==> src/hdl/annp_pkg.sv <==
package annp_pkg;
   // ------------------------------------------------------------
   // Register word indices and the bus address width.
   // ------------------------------------------------------------
   localparam logic [4:0] IDX_EXP = 5'h06;
   localparam logic [4:0] IDX_NP_TX = 5'h07;
   localparam logic [4:0] IDX_NP_RX = 5'h08;
   localparam logic [4:0] IDX_IND_CTL = 5'h0D;
   localparam logic [4:0] IDX_IND_AD = 5'h0E;
   localparam logic [4:0] IDX_INT_STAT = 5'h1A;
   localparam logic [4:0] IDX_INT_MASK = 5'h1B;
   localparam int ADDR_W = 7;
   // ------------------------------------------------------------
   // Autoneg_expansion_status bit positions.
   // ------------------------------------------------------------
   localparam int EXP_LP_AN_ABLE = 0;
   localparam int EXP_PAGE_RX = 1;
   localparam int EXP_NP_ABLE = 2;
   localparam int EXP_LP_NP_ABLE = 3;
   localparam int EXP_PD_FAULT = 4;
   localparam int EXP_NP_LOC = 5;
   localparam int EXP_NP_LOC_ABLE = 6;
   // ------------------------------------------------------------
   // Next page fields and reset values.
   // ------------------------------------------------------------
   localparam int NP_NEXT = 15;
   localparam int NP_ACK = 14;
   localparam int NP_MSG = 13;
   localparam int NP_ACK2 = 12;
   localparam int NP_TOGGLE = 11;
   localparam logic [15:0] NP_TX_RST = 16'h2001;
   localparam logic [15:0] NP_TX_WMASK = 16'hB7FF;
   // ------------------------------------------------------------
   // Indirect access control fields.
   // ------------------------------------------------------------
   localparam logic [1:0] FN_ADDR = 2'h0;
   localparam logic [1:0] FN_DATA = 2'h1;
   localparam logic [4:0] DEV_PCS = 5'h03;
   localparam int DEV_W = 5;
   localparam int INT_W = 2;
endpackage

==> src/hdl/annp_regs.sv <==
// Our own choice: the Wishbone slave port.
`timescale 1ns/1ps
// ------------------------------------------------------------
// ------------------------------------------------------------
module annp_regs (
   // Clock and reset.
   input wire logic I_SYS_CLK,
   input wire logic I_RST_N,
   // Wishbone slave.
   input wire logic I_WB_CYC,
   input wire logic I_WB_STB,
   input wire logic I_WB_WE,
   input wire logic [6:0] I_WB_ADR,
   input wire logic [3:0] I_WB_SEL,
   input wire logic [31:0] I_WB_DAT,
   output logic [31:0] O_WB_DAT,
   output logic O_WB_ACK,
   // Autonegotiation engine status.
   input wire logic I_LP_AN_ABLE,
   input wire logic I_LP_NP_ABLE,
   input wire logic I_PD_FAULT,
   input wire logic I_PAGE_RX,
   input wire logic [15:0] I_RX_PAGE,
   input wire logic I_TX_TOGGLE,
   // Transmit next page to the engine.
   output logic [15:0] O_TX_PAGE,
   output logic O_TX_PAGE_WR,
   // Indirect device space.
   output logic [4:0] O_IND_DEV,
   output logic [15:0] O_IND_ADDR,
   output logic O_IND_WR,
   output logic O_IND_RD,
   output logic [15:0] O_IND_WDATA,
   input wire logic [15:0] I_IND_RDATA,
   // Interrupt.
   output logic O_IRQ
);
   // ------------------------------------------------------------
   // Bus decode.
   // ------------------------------------------------------------
   logic fire;
   logic wr;
   logic rd;
   logic [4:0] idx;
   logic lo_en;
   logic hi_en;

   annp_wb_slave u_wb (
      .i_clk(I_SYS_CLK),
      .i_rst_n(I_RST_N),
      .i_cyc(I_WB_CYC),
      .i_stb(I_WB_STB),
      .o_ack(O_WB_ACK),
      .o_fire(fire)
   );

   // Word-aligned index; writes take effect on the acked cycle only.
   assign idx = I_WB_ADR[6:2];
   assign wr = fire && I_WB_WE;
   assign rd = fire && !I_WB_WE;
   assign lo_en = I_WB_SEL[0];
   assign hi_en = I_WB_SEL[1];

   // Merge the written low half word by byte lanes.
   function automatic logic [15:0] merge16(input logic [15:0] old, input logic [31:0] d,
                                           input logic lo, input logic hi);
      merge16 = {hi ? d[15:8] : old[15:8], lo ? d[7:0] : old[7:0]};
   endfunction

   // ------------------------------------------------------------
   // Latched events: expansion flags and interrupt status.
   // ------------------------------------------------------------
   logic [1:0] exp_flag;
   logic [1:0] int_stat;
   logic [1:0] ev;
   logic exp_rd;
   logic stat_rd;

   assign ev = {I_PD_FAULT, I_PAGE_RX};
   assign exp_rd = rd && (idx == annp_pkg::IDX_EXP);
   assign stat_rd = rd && (idx == annp_pkg::IDX_INT_STAT);

   annp_latch #(.W(2)) u_exp (
      .i_clk(I_SYS_CLK),
      .i_rst_n(I_RST_N),
      .i_set(ev),
      .i_clr(exp_rd),
      .o_flag(exp_flag)
   );

   // Interrupt status mirrors the same events, cleared by its own read.
   annp_latch #(.W(annp_pkg::INT_W)) u_int (
      .i_clk(I_SYS_CLK),
      .i_rst_n(I_RST_N),
      .i_set(ev),
      .i_clr(stat_rd),
      .o_flag(int_stat)
   );

   // ------------------------------------------------------------
   // Writable registers.
   // ------------------------------------------------------------
   logic [15:0] tx_reg;
   logic [15:0] tx_next;
   logic [1:0] fn_reg;
   logic [1:0] fn_next;
   logic [4:0] dev_reg;
   logic [4:0] dev_next;
   logic [15:0] addr_reg;
   logic [15:0] addr_next;
   logic [1:0] mask_reg;
   logic [1:0] mask_next;
   logic txwr_reg;
   logic txwr_next;
   logic indwr_reg;
   logic indwr_next;
   logic [15:0] wdata_reg;
   logic [15:0] wdata_next;
   logic [15:0] ctl_new;
   logic [15:0] tx_new;

   // Next values of the writable registers and the write strobes.
   always_comb begin
      tx_next = tx_reg;
      fn_next = fn_reg;
      dev_next = dev_reg;
      addr_next = addr_reg;
      mask_next = mask_reg;
      txwr_next = 1'b0;
      indwr_next = 1'b0;
      wdata_next = wdata_reg;
      ctl_new = merge16({fn_reg, 9'h000, dev_reg}, I_WB_DAT, lo_en, hi_en);
      tx_new = merge16(tx_reg, I_WB_DAT, lo_en, hi_en);
      if (wr) begin
         case (idx)
            annp_pkg::IDX_NP_TX: begin
               tx_next = tx_new & annp_pkg::NP_TX_WMASK;
               txwr_next = 1'b1;
            end
            annp_pkg::IDX_IND_CTL: begin
               fn_next = ctl_new[15:14];
               dev_next = ctl_new[4:0];
            end
            annp_pkg::IDX_IND_AD: begin
               if (fn_reg == annp_pkg::FN_ADDR) begin
                  addr_next = merge16(addr_reg, I_WB_DAT, lo_en, hi_en);
               end else begin
                  indwr_next = 1'b1;
                  wdata_next = merge16(I_IND_RDATA, I_WB_DAT, lo_en, hi_en);
               end
            end
            annp_pkg::IDX_INT_MASK: begin
               if (lo_en) begin
                  mask_next = I_WB_DAT[1:0];
               end
            end
            default: begin
               txwr_next = 1'b0;
            end
         endcase
      end
   end

   // Register the writable state.
   always_ff @(posedge I_SYS_CLK or negedge I_RST_N) begin
      if (!I_RST_N) begin
         tx_reg <= annp_pkg::NP_TX_RST;
         fn_reg <= annp_pkg::FN_ADDR;
         dev_reg <= 5'h00;
         addr_reg <= 16'h0000;
         mask_reg <= 2'h0;
         txwr_reg <= 1'b0;
         indwr_reg <= 1'b0;
         wdata_reg <= 16'h0000;
      end else begin
         tx_reg <= tx_next;
         fn_reg <= fn_next;
         dev_reg <= dev_next;
         addr_reg <= addr_next;
         mask_reg <= mask_next;
         txwr_reg <= txwr_next;
         indwr_reg <= indwr_next;
         wdata_reg <= wdata_next;
      end
   end

   // ------------------------------------------------------------
   // Read mux.
   // ------------------------------------------------------------
   logic [15:0] exp_word;
   logic [15:0] rd_word;
   logic [31:0] dat_reg;
   logic [31:0] dat_next;

   // Expansion word: constants, live partner status and latched flags.
   always_comb begin
      exp_word = 16'h0000;
      exp_word[annp_pkg::EXP_NP_LOC_ABLE] = 1'b1;
      exp_word[annp_pkg::EXP_NP_LOC] = 1'b1;
      exp_word[annp_pkg::EXP_PD_FAULT] = exp_flag[1];
      exp_word[annp_pkg::EXP_LP_NP_ABLE] = I_LP_NP_ABLE;
      exp_word[annp_pkg::EXP_NP_ABLE] = 1'b1;
      exp_word[annp_pkg::EXP_PAGE_RX] = exp_flag[0];
      exp_word[annp_pkg::EXP_LP_AN_ABLE] = I_LP_AN_ABLE;
   end

   // Select the read word; unmapped indices read zero.
   always_comb begin
      case (idx)
         annp_pkg::IDX_EXP: rd_word = exp_word;
         annp_pkg::IDX_NP_TX: rd_word = {tx_reg[15:12], I_TX_TOGGLE, tx_reg[10:0]};
         annp_pkg::IDX_NP_RX: rd_word = I_RX_PAGE;
         annp_pkg::IDX_IND_CTL: rd_word = {fn_reg, 9'h000, dev_reg};
         annp_pkg::IDX_IND_AD: rd_word = (fn_reg == annp_pkg::FN_ADDR) ? addr_reg : I_IND_RDATA;
         annp_pkg::IDX_INT_STAT: rd_word = {14'h0000, int_stat};
         annp_pkg::IDX_INT_MASK: rd_word = {14'h0000, mask_reg};
         default: rd_word = 16'h0000;
      endcase
      dat_next = rd ? {16'h0000, rd_word} : dat_reg;
   end

   // Read data register, valid with ack.
   always_ff @(posedge I_SYS_CLK or negedge I_RST_N) begin
      if (!I_RST_N) begin
         dat_reg <= 32'h0000_0000;
      end else begin
         dat_reg <= dat_next;
      end
   end

   // ------------------------------------------------------------
   // Outputs.
   // ------------------------------------------------------------
   assign O_WB_DAT = dat_reg;
   assign O_TX_PAGE = {tx_reg[15:12], I_TX_TOGGLE, tx_reg[10:0]};
   assign O_TX_PAGE_WR = txwr_reg;
   assign O_IND_DEV = dev_reg;
   assign O_IND_ADDR = addr_reg;
   assign O_IND_WR = indwr_reg;
   assign O_IND_WDATA = wdata_reg;
   // The indirect read pulse is for side effects; data is sampled combinationally.
   assign O_IND_RD = rd && (idx == annp_pkg::IDX_IND_AD) && (fn_reg != annp_pkg::FN_ADDR);
   // Level interrupt while any unmasked status bit stands.
   assign O_IRQ = |(int_stat & mask_reg);
endmodule

==> src/hdl/annp_latch.sv <==
`timescale 1ns/1ps
// Sticky flag: an event in the clearing cycle wins over the clear.
module annp_latch #(
   parameter int W = 2
) (
   // Clock and reset.
   input wire logic i_clk,
   input wire logic i_rst_n,
   // Set and clear.
   input wire logic [W-1:0] i_set,
   input wire logic i_clr,
   // Flags.
   output logic [W-1:0] o_flag
);
   logic [W-1:0] flag_reg;
   logic [W-1:0] flag_next;

   // Clear first, then let new events set again.
   always_comb begin
      flag_next = (i_clr ? '0 : flag_reg) | i_set;
   end

   // Register the flags.
   always_ff @(posedge i_clk or negedge i_rst_n) begin
      if (!i_rst_n) begin
         flag_reg <= '0;
      end else begin
         flag_reg <= flag_next;
      end
   end

   assign o_flag = flag_reg;
endmodule

==> src/hdl/annp_wb_slave.sv <==
`timescale 1ns/1ps
// Classic Wishbone handshake: one wait state, then a single-cycle ack.
module annp_wb_slave (
   // Clock and reset.
   input wire logic i_clk,
   input wire logic i_rst_n,
   // Bus request.
   input wire logic i_cyc,
   input wire logic i_stb,
   // Handshake outputs.
   output logic o_ack,
   output logic o_fire
);
   logic ack_reg;
   logic ack_next;

   // Ack once per request; the gap cycle stops a second ack while stb stays high.
   always_comb begin
      ack_next = i_cyc && i_stb && !ack_reg;
   end

   // Register the ack.
   always_ff @(posedge i_clk or negedge i_rst_n) begin
      if (!i_rst_n) begin
         ack_reg <= 1'b0;
      end else begin
         ack_reg <= ack_next;
      end
   end

   assign o_ack = ack_reg;
   assign o_fire = ack_next;
endmodule

==> config.mk <==
export PLATFORM = sky130hd
export DESIGN_NAME = annp_regs
export DESIGN_NICKNAME = d
export VERILOG_FILES = /design/src/hdl/annp_pkg.sv /design/src/hdl/annp_regs.sv /design/src/hdl/annp_latch.sv /design/src/hdl/annp_wb_slave.sv
export SDC_FILE = /design/constraint.sdc
export NUM_CORES = 1
export LEC_CHECK = 0
export ABC_CLOCK_PERIOD_IN_PS = 4770
export BUFFER_PORTS_ARGS = -buffer_cell sky130_fd_sc_hd__buf_2
export CORE_ASPECT_RATIO = 0.6
export CORE_MARGIN = 1.5
export CORE_UTILIZATION = 35
export CTS_CLUSTER_SIZE = 25
export DETAILED_ROUTE_END_ITERATION = 7
export GPL_TIMING_DRIVEN = 0
export PLACE_DENSITY = 0.59
export SYNTH_ARGS = -nofsm -noshare
export SYNTH_HDL_FRONTEND = slang
export SYNTH_SLANG_ARGS = --single-unit
export TNS_END_PERCENT = 5
==> constraint.sdc <==
create_clock -name I_SYS_CLK -period 4.77 [get_ports I_SYS_CLK]
set_input_delay 0.954 -clock I_SYS_CLK [delete_from_list [all_inputs] [get_ports I_SYS_CLK]]
set_output_delay 0.954 -clock I_SYS_CLK [all_outputs]
set_load 0.02 [all_outputs]
==> metrics.cfg, run 1 <==
[status]
status=completed

[timing]
slew_headroom_pct=32.40
fin_crit_ps=3165
tightestPinTransition_ps=1006
rsz0062_at_grt=no
period_share_pct=66.34
setup_viol_count_final=0
max_freq_mhz=316.0
hold_viol=0
skew_ps=6.486
tns_ps=0
setup_ws_ps=1605
drv_slew=0

[clock_network]
cts.clk_slew.worst_paths_ps=60
numCtsBuffers=9
clk-insertion-delay-late_ps=330
post_cts_resized=0
cts_tree=built
cts_root_buffer=clkbuf_16
cts.sinks=78
h-tree-depth=3
post_cts_buffers=0
ctsHoldBuffers=0
ctsLongestPathBuffers=2

[placement]
hpwlAfterDp_um=9689
place_congestion=0.7932
place_area_mm2=0.004891
portBuffers=134
dpl_worst_slack_ps=1592

[floorplan]
core_mm2=0.01078
die_h_um=85.43
start_util_pct=36.78
io_pins=175
die_area_mm2=0.01199
rows=29
die_w_um=140.4

[synthesis]
ys_seq_area_share_pct=49.31
syn_avg_cell_area_um2=11.80
ys_warn_count=0
synthCells=336
yosys.cell_types.count=46
syn_area_mm2=0.003964
yosys_register_bits=78

[final_layout]
nets=583
nFillCells=1037
drive_above_1_share_pct=51.69
final_area_mm2=0.005170
area_growth_pct=30.43
final_util_pct=47.97
seq_area_mm2=0.001954
multi_input_area_mm2=0.001813
antennaDiodeCount=0

[pwr]
seq_power_share_pct=44.9
intPower_mw=1.150
p_sw_share_pct=26.16
power_switching_mw=0.4075
power_frac_comb_pct=14.2
power.total_mw=1.558
pwr-share-clk_pct=40.8
irDropWorstVdd_uv=200.7
power_leakage_nw=2.762
power_density_mw_per_mm2=301.3

[grt]
grt_use_total_pct=21.09
grt_pass1_vias=3250
antenna_found_initial=0
grt_overflow=0
grt_pass1_wl_um=18800
grt_max_degree=42

[detailed_routing]
wire_per_inst_um=19.37
drc_errors=0
first_pass_iters=4
vias_per_cell=5.164
drtIter0Drc=196
ant_nets=0
num_vias=3315
drt-total-wl_um=12440

[critical_path]
startpoint_type=input pin
crit_fanout=10
worstSetupPathType=input pin to primary output
crit_path_end_kind=primary output
arrival_ps=2210
cp.required_ps=3820

[flow_run]
cap_violations=0

[min_path]
hp-class=flop to flop

==> path summary, 6_finish.rpt <==
check | slack, ps | startpoint | endpoint | cells after the start
worst max register to register | 2240 | fn_reg[0] | O_WB_DAT[12] | 5
max in group asynchronous | 3490 | I_RST_N | tx_reg[0] | 2
worst max-delay path | 1610 | I_WB_WE | O_IND_RD | 5
worst min register to register | 470 | O_IND_WDATA[3] | O_IND_WDATA[3] | 2
min in group asynchronous | 600 | I_RST_N | O_IND_WDATA[2] | 1
worst min-delay path | 470 | O_IND_WDATA[3] | O_IND_WDATA[3] | 2
==> cell usage in the layout, fill, tap and decap left out, types with 2 or more instances in the layout <==
cell type | netlist | routed
a211oi_1 | 3 | 3
a21o_1 | 4 | 4
a21oi_1 | 6 | 6
a221oi_1 | 13 | 13
a222oi_1 | 3 | 3
a22oi_1 | 5 | 5
and3_1 | 9 | 9
and4_1 | 2 | 2
buf_2 | 7 | 140
buf_4 | 21 | 22
buf_6 | 3 | 3
clkbuf_1 | 6 | 7
clkbuf_16 | 0 | 9
clkbuf_8 | 0 | 2
clkinv_2 | 0 | 3
conb_1 | 1 | 17
dfrtp_1 | 76 | 76
dfstp_2 | 2 | 2
inv_1 | 2 | 2
mux2_2 | 55 | 55
mux2i_1 | 20 | 20
nand2_1 | 33 | 33
nand2b_1 | 4 | 4
nand3_1 | 2 | 2
nor2_1 | 8 | 8
o21ai_0 | 4 | 4
o21ai_1 | 11 | 11
o21ai_2 | 13 | 13
o32ai_1 | 2 | 2
or3b_2 | 2 | 2
==> Yosys cell counts, drive strengths merged <==
cell type / number / area (µm²)
nor2: 9 / 41.29
o31ai: 1 / 7.510
a21oi: 6 / 30.03
a21o: 4 / 30.03
nand4bb: 1 / 11.26
nand4: 1 / 6.260
nor4: 1 / 6.260
a22o: 1 / 8.760
and4: 2 / 17.52
a22oi: 5 / 37.54
dfstp: 2 / 52.55
nand2b: 4 / 25.02
and2: 1 / 6.260
o32ai: 2 / 17.52
clkbuf: 6 / 22.52
conb: 1 / 3.750
or4b: 1 / 10.01
or3b: 3 / 28.78
nor3: 2 / 21.27
nand3b: 2 / 18.77
dfrtp: 76 / 1902
and3: 9 / 56.30
and4bb: 1 / 12.51
nand4b: 1 / 8.760
a211oi: 3 / 22.52
mux2i: 20 / 200.2
o21ai: 28 / 188.9
nand3: 3 / 20.02
a32oi: 1 / 8.760
a221oi: 13 / 113.9
and4b: 1 / 10.01
nand2: 33 / 123.9
a21bo: 1 / 10.01
buf: 31 / 226.5
mux2: 55 / 619.3
a222oi: 3 / 30.03
inv: 2 / 7.510
==> kinds of logic after synthesis <==
group / synth area share [%]
other: 0.09461
DFF: 49.31
buffers and inverters: 6.471
muxes: 20.68
and+or+nand+nor: 10.70
AOI/OAI and AO/OA: 12.75
==> stage by stage <==
step | cells | hold slack [ps]
6_report | 642 | 470.9
5_1_grt | 642 | 503.2
4_1_cts | 642 | 476.7
3_5_place_dp | 626 | 462.4
3_3_place_gp | 625 | 456.1
2_1_floorplan | 352 | 445.2
==> cell type report <==
class | instances | share of cell area (%)
sequential | 78 | 37.80
timing repair buffer | 135 | 13.41
buffer | 37 | 4.816
inverter | 2 | 0.1452
clock inverter | 4 | 0.4356
clock buffer | 12 | 4.961
tap | 139 | 3.364
multi-input combinational | 235 | 35.07
==> power groups by stage <==
stage	registers [mW]	logic, mW	clock network (mW)
floorplan	0.734	0.0973	0
detailed placement	0.711	0.222	0
global route	0.703	0.238	0.682
CTS	0.700	0.221	0.652
finish	0.700	0.222	0.636
global placement	0.710	0.217	0
==> layer usage <==
layer / up-vias / track usage (%) / wire, µm
met5: - / 0 / 0
met4: 0 / 4.402 / 91
met3: 6 / 7.449 / 941
met2: 112 / 29.48 / 5209
met1: 1670 / 31.13 / 6192
li1: 1527 / - / -
==> critical path, stage by stage <==
cell	delay, ps
buf_2	110
nand4bb_1	200
clkbuf_1	290
nor4_1	420
buf_2	230
No activity file was read; power rests on OpenSTA's default activity.
==> inputs of run 2 (changes only) <==
--- a/config.mk
+++ b/config.mk
@@ -5,7 +5,8 @@
 export SDC_FILE = /design/constraint.sdc
 export NUM_CORES = 1
 export LEC_CHECK = 0
-export ABC_CLOCK_PERIOD_IN_PS = 4770
+export ABC_AREA = 1
+export ABC_CLOCK_PERIOD_IN_PS = 3100
 export BUFFER_PORTS_ARGS = -buffer_cell sky130_fd_sc_hd__buf_2
 export CORE_ASPECT_RATIO = 0.6
 export CORE_MARGIN = 1.5
@@ -13,7 +14,7 @@
 export CTS_CLUSTER_SIZE = 25
 export DETAILED_ROUTE_END_ITERATION = 7
 export GPL_TIMING_DRIVEN = 0
-export PLACE_DENSITY = 0.59
+export PLACE_DENSITY = 0.58
 export SYNTH_ARGS = -nofsm -noshare
 export SYNTH_HDL_FRONTEND = slang
 export SYNTH_SLANG_ARGS = --single-unit
==> constraint.sdc (replaced) <==
create_clock -name I_SYS_CLK -period 3.1 [get_ports I_SYS_CLK]
set_input_delay 0.62 -clock I_SYS_CLK [delete_from_list [all_inputs] [get_ports I_SYS_CLK]]
set_output_delay 0.62 -clock I_SYS_CLK [all_outputs]
set_load 0.02 [all_outputs]
==> run 2 against run 1 <==
Against the previous run: first-iteration DRC count rose by 49%; sequential share of layout area fell by 2.5 points; critical endpoint unchanged; synthesized cell count rose by 61%; critical path depth rose by 3; register-to-register slack got worse by 1100 ps.
==> metrics.cfg, run 2 <==
[floorplan]
start_util_pct=36.71
die_w_um=145.2
die_area_mm2=0.01282
core_mm2=0.01156
io_pins=175
rows=30
die_h_um=88.30

[critical_path]
worstSetupPathType=input pin to primary output
startpoint_type=input pin
cp.required_ps=2480
crit_fanout=10
arrival_ps=1880
crit_path_end_kind=primary output

[timing]
setup_viol_count_final=0
hold_viol=0
period_share_pct=80.64
max_freq_mhz=400.0
fin_hold_ws_ps=232.5
fin_crit_ps=2500
skew_ps=9.286
tns_ps=0
drv_slew=0
rsz0062_at_grt=no

[final_layout]
layout_commonest_cell=nand2_1
drive_above_1_share_pct=34.27
final_util_pct=47.84
nets=789
area_growth_pct=30.31
nFillCells=1183
antennaDiodeCount=0
final_area_mm2=0.005530
final_cell_mix=nand2_1, buf_2, dfrtp_1

[synthesis]
ys_warn_count=0
synthXorXnorAreaFrac_pct=0
synth_compound_area_share_pct=12.15
ys_seq_area_share_pct=46.05
yosys.area_share.simple_pct=31.01
synth_top_area_share_pct=44.81
yosys.cell_types.count=30
synthAdderAreaFrac_pct=0
synthTopCellsByCount=nand2_1, dfrtp_1, o21ai_0, inv_1, o21ai_2
yosysTopAreaCell=dfrtp_1
synth_area_leaders=dfrtp_1, nand2_1, o21ai_2
synth_edf_count=0
postSynth.asyncResetShare_pct=100.0
yosys_register_bits=78
synthCells=540
synthMuxAreaShare_pct=0.2358
yosys_most_used_dff=dfrtp_1
yosysMostFrequentCell=nand2_1
synth_top_family_by_area=simple AND/OR/NAND/NOR gates
syn_avg_cell_area_um2=7.859
syn_area_mm2=0.004244

[detailed_routing]
vias_per_cell=4.641
drtIter0Drc=292
first_pass_iters=5
num_vias=4033
wire_per_inst_um=15.36
drt-total-wl_um=13340
ant_nets=0
drc_errors=0

[grt]
grt_pass1_wl_um=20730
grt_max_degree=47
grt_pass1_vias=3771
antenna_found_initial=0
grt_overflow=0
grt_use_total_pct=21.53

[pwr]
irDropWorstVdd_uv=281.7
power_leakage_nw=3.206
power_density_mw_per_mm2=466.3

[clock_network]
post_cts_buffers=0
cts_tree=built
h-tree-depth=3
cts_root_buffer=clkbuf_16
cts.sinks=78
post_cts_resized=0
ctsHoldBuffers=0
cts.clk_slew.worst_paths_ps=70
ctsLongestPathBuffers=2
numCtsBuffers=9
clk-insertion-delay-late_ps=340

[flow_run]
cap_violations=0

[placement]
hpwlAfterDp_um=10620
portBuffers=136
place_area_mm2=0.005215
place_congestion=0.8988

[status]
status=completed

[min_path]
hp-class=input pin to asynchronous set/reset pin

[run 2: cell types whose count changed after synthesis, sizes merged, moves of 4 or more]
cell / before / now
inv: 2 / 47
nor2: 9 / 23
nand2b: 4 / 0
nand2: 33 / 231
mux2i: 20 / 1
and3: 9 / 0
a21o: 4 / 0
o21ai: 28 / 74
a221oi: 13 / 0
mux2: 55 / 0
a22oi: 5 / 0
nand3: 3 / 17
nand4: 1 / 19
[run 2: through the flow]
stage | total power, mW | instances | worst slack [ps]
floorplan | 1.298 | 556 | 869.8
global placement | 1.455 | 852 | 590.6
detailed placement | 1.463 | 853 | 603.6
CTS | 2.606 | 869 | 595.3
global route | 2.686 | 869 | 469.1
finish | 2.579 | 869 | 600.2
[run 2: logic make-up after synthesis]
logic type	after synthesis
flip-flops	78
other	1
buffers and inverters	86
multiplexers	1
AO/OA/AOI/OAI	80
AND/OR/NAND/NOR	294
[run 2: path summary, 6_finish.rpt]
kind / start / end / slack (ps) / cells after the start
hold / removal: I_RST_N / O_TX_PAGE_WR / 230 / 1
max in group asynchronous: I_RST_N / tx_reg[0] / 2220 / 2
setup / recovery: I_WB_ADR[2] / O_IND_RD / 600 / 8
hold reg to reg: O_WB_DAT[11] / O_WB_DAT[11] / 480 / 2
min in group I_SYS_CLK: O_WB_DAT[11] / O_WB_DAT[11] / 480 / 2
setup reg to reg: fn_reg[0] / O_WB_DAT[10] / 1170 / 7
[run 2: report_power, final]
part           switching (mW)  internal [mW]
Sequential             0.0309           1.05
Clock                   0.430          0.704
Combinational           0.241          0.120
Total                   0.701           1.88
[run 2: area by class of cell]
cell class / count / area, µm² / area share [%]
sequential: 78 / 1954 / 35.34
timing repair buffer: 137 / 710.7 / 12.85
buffer: 37 / 260.3 / 4.706
clock inverter: 6 / 86.33 / 1.561
tap: 160 / 200.2 / 3.620
clock buffer: 10 / 229.0 / 4.140
multi-input combinational: 392 / 1906 / 34.46
inverter: 49 / 183.9 / 3.326
[run 2: worst max-delay path, stage by stage]
cell and delay, ps:
buf_2 110, inv_2 140, nand3_2 140, nor2_4 230, buf_2 250, nand2_1 120, nor2_1 90, buf_2 170
[run 2: metal layers]
metal  part of all wire, %  up-vias  wire length [µm]  GRT usage, %
li1                      -     2018                 -             -
met1                    53     1848              7098         33.79
met2                    37      158              5001         28.19
met3                   8.6        9              1151         6.753
met4                  0.69        0                92         4.453
met5                     0        -                 0             0
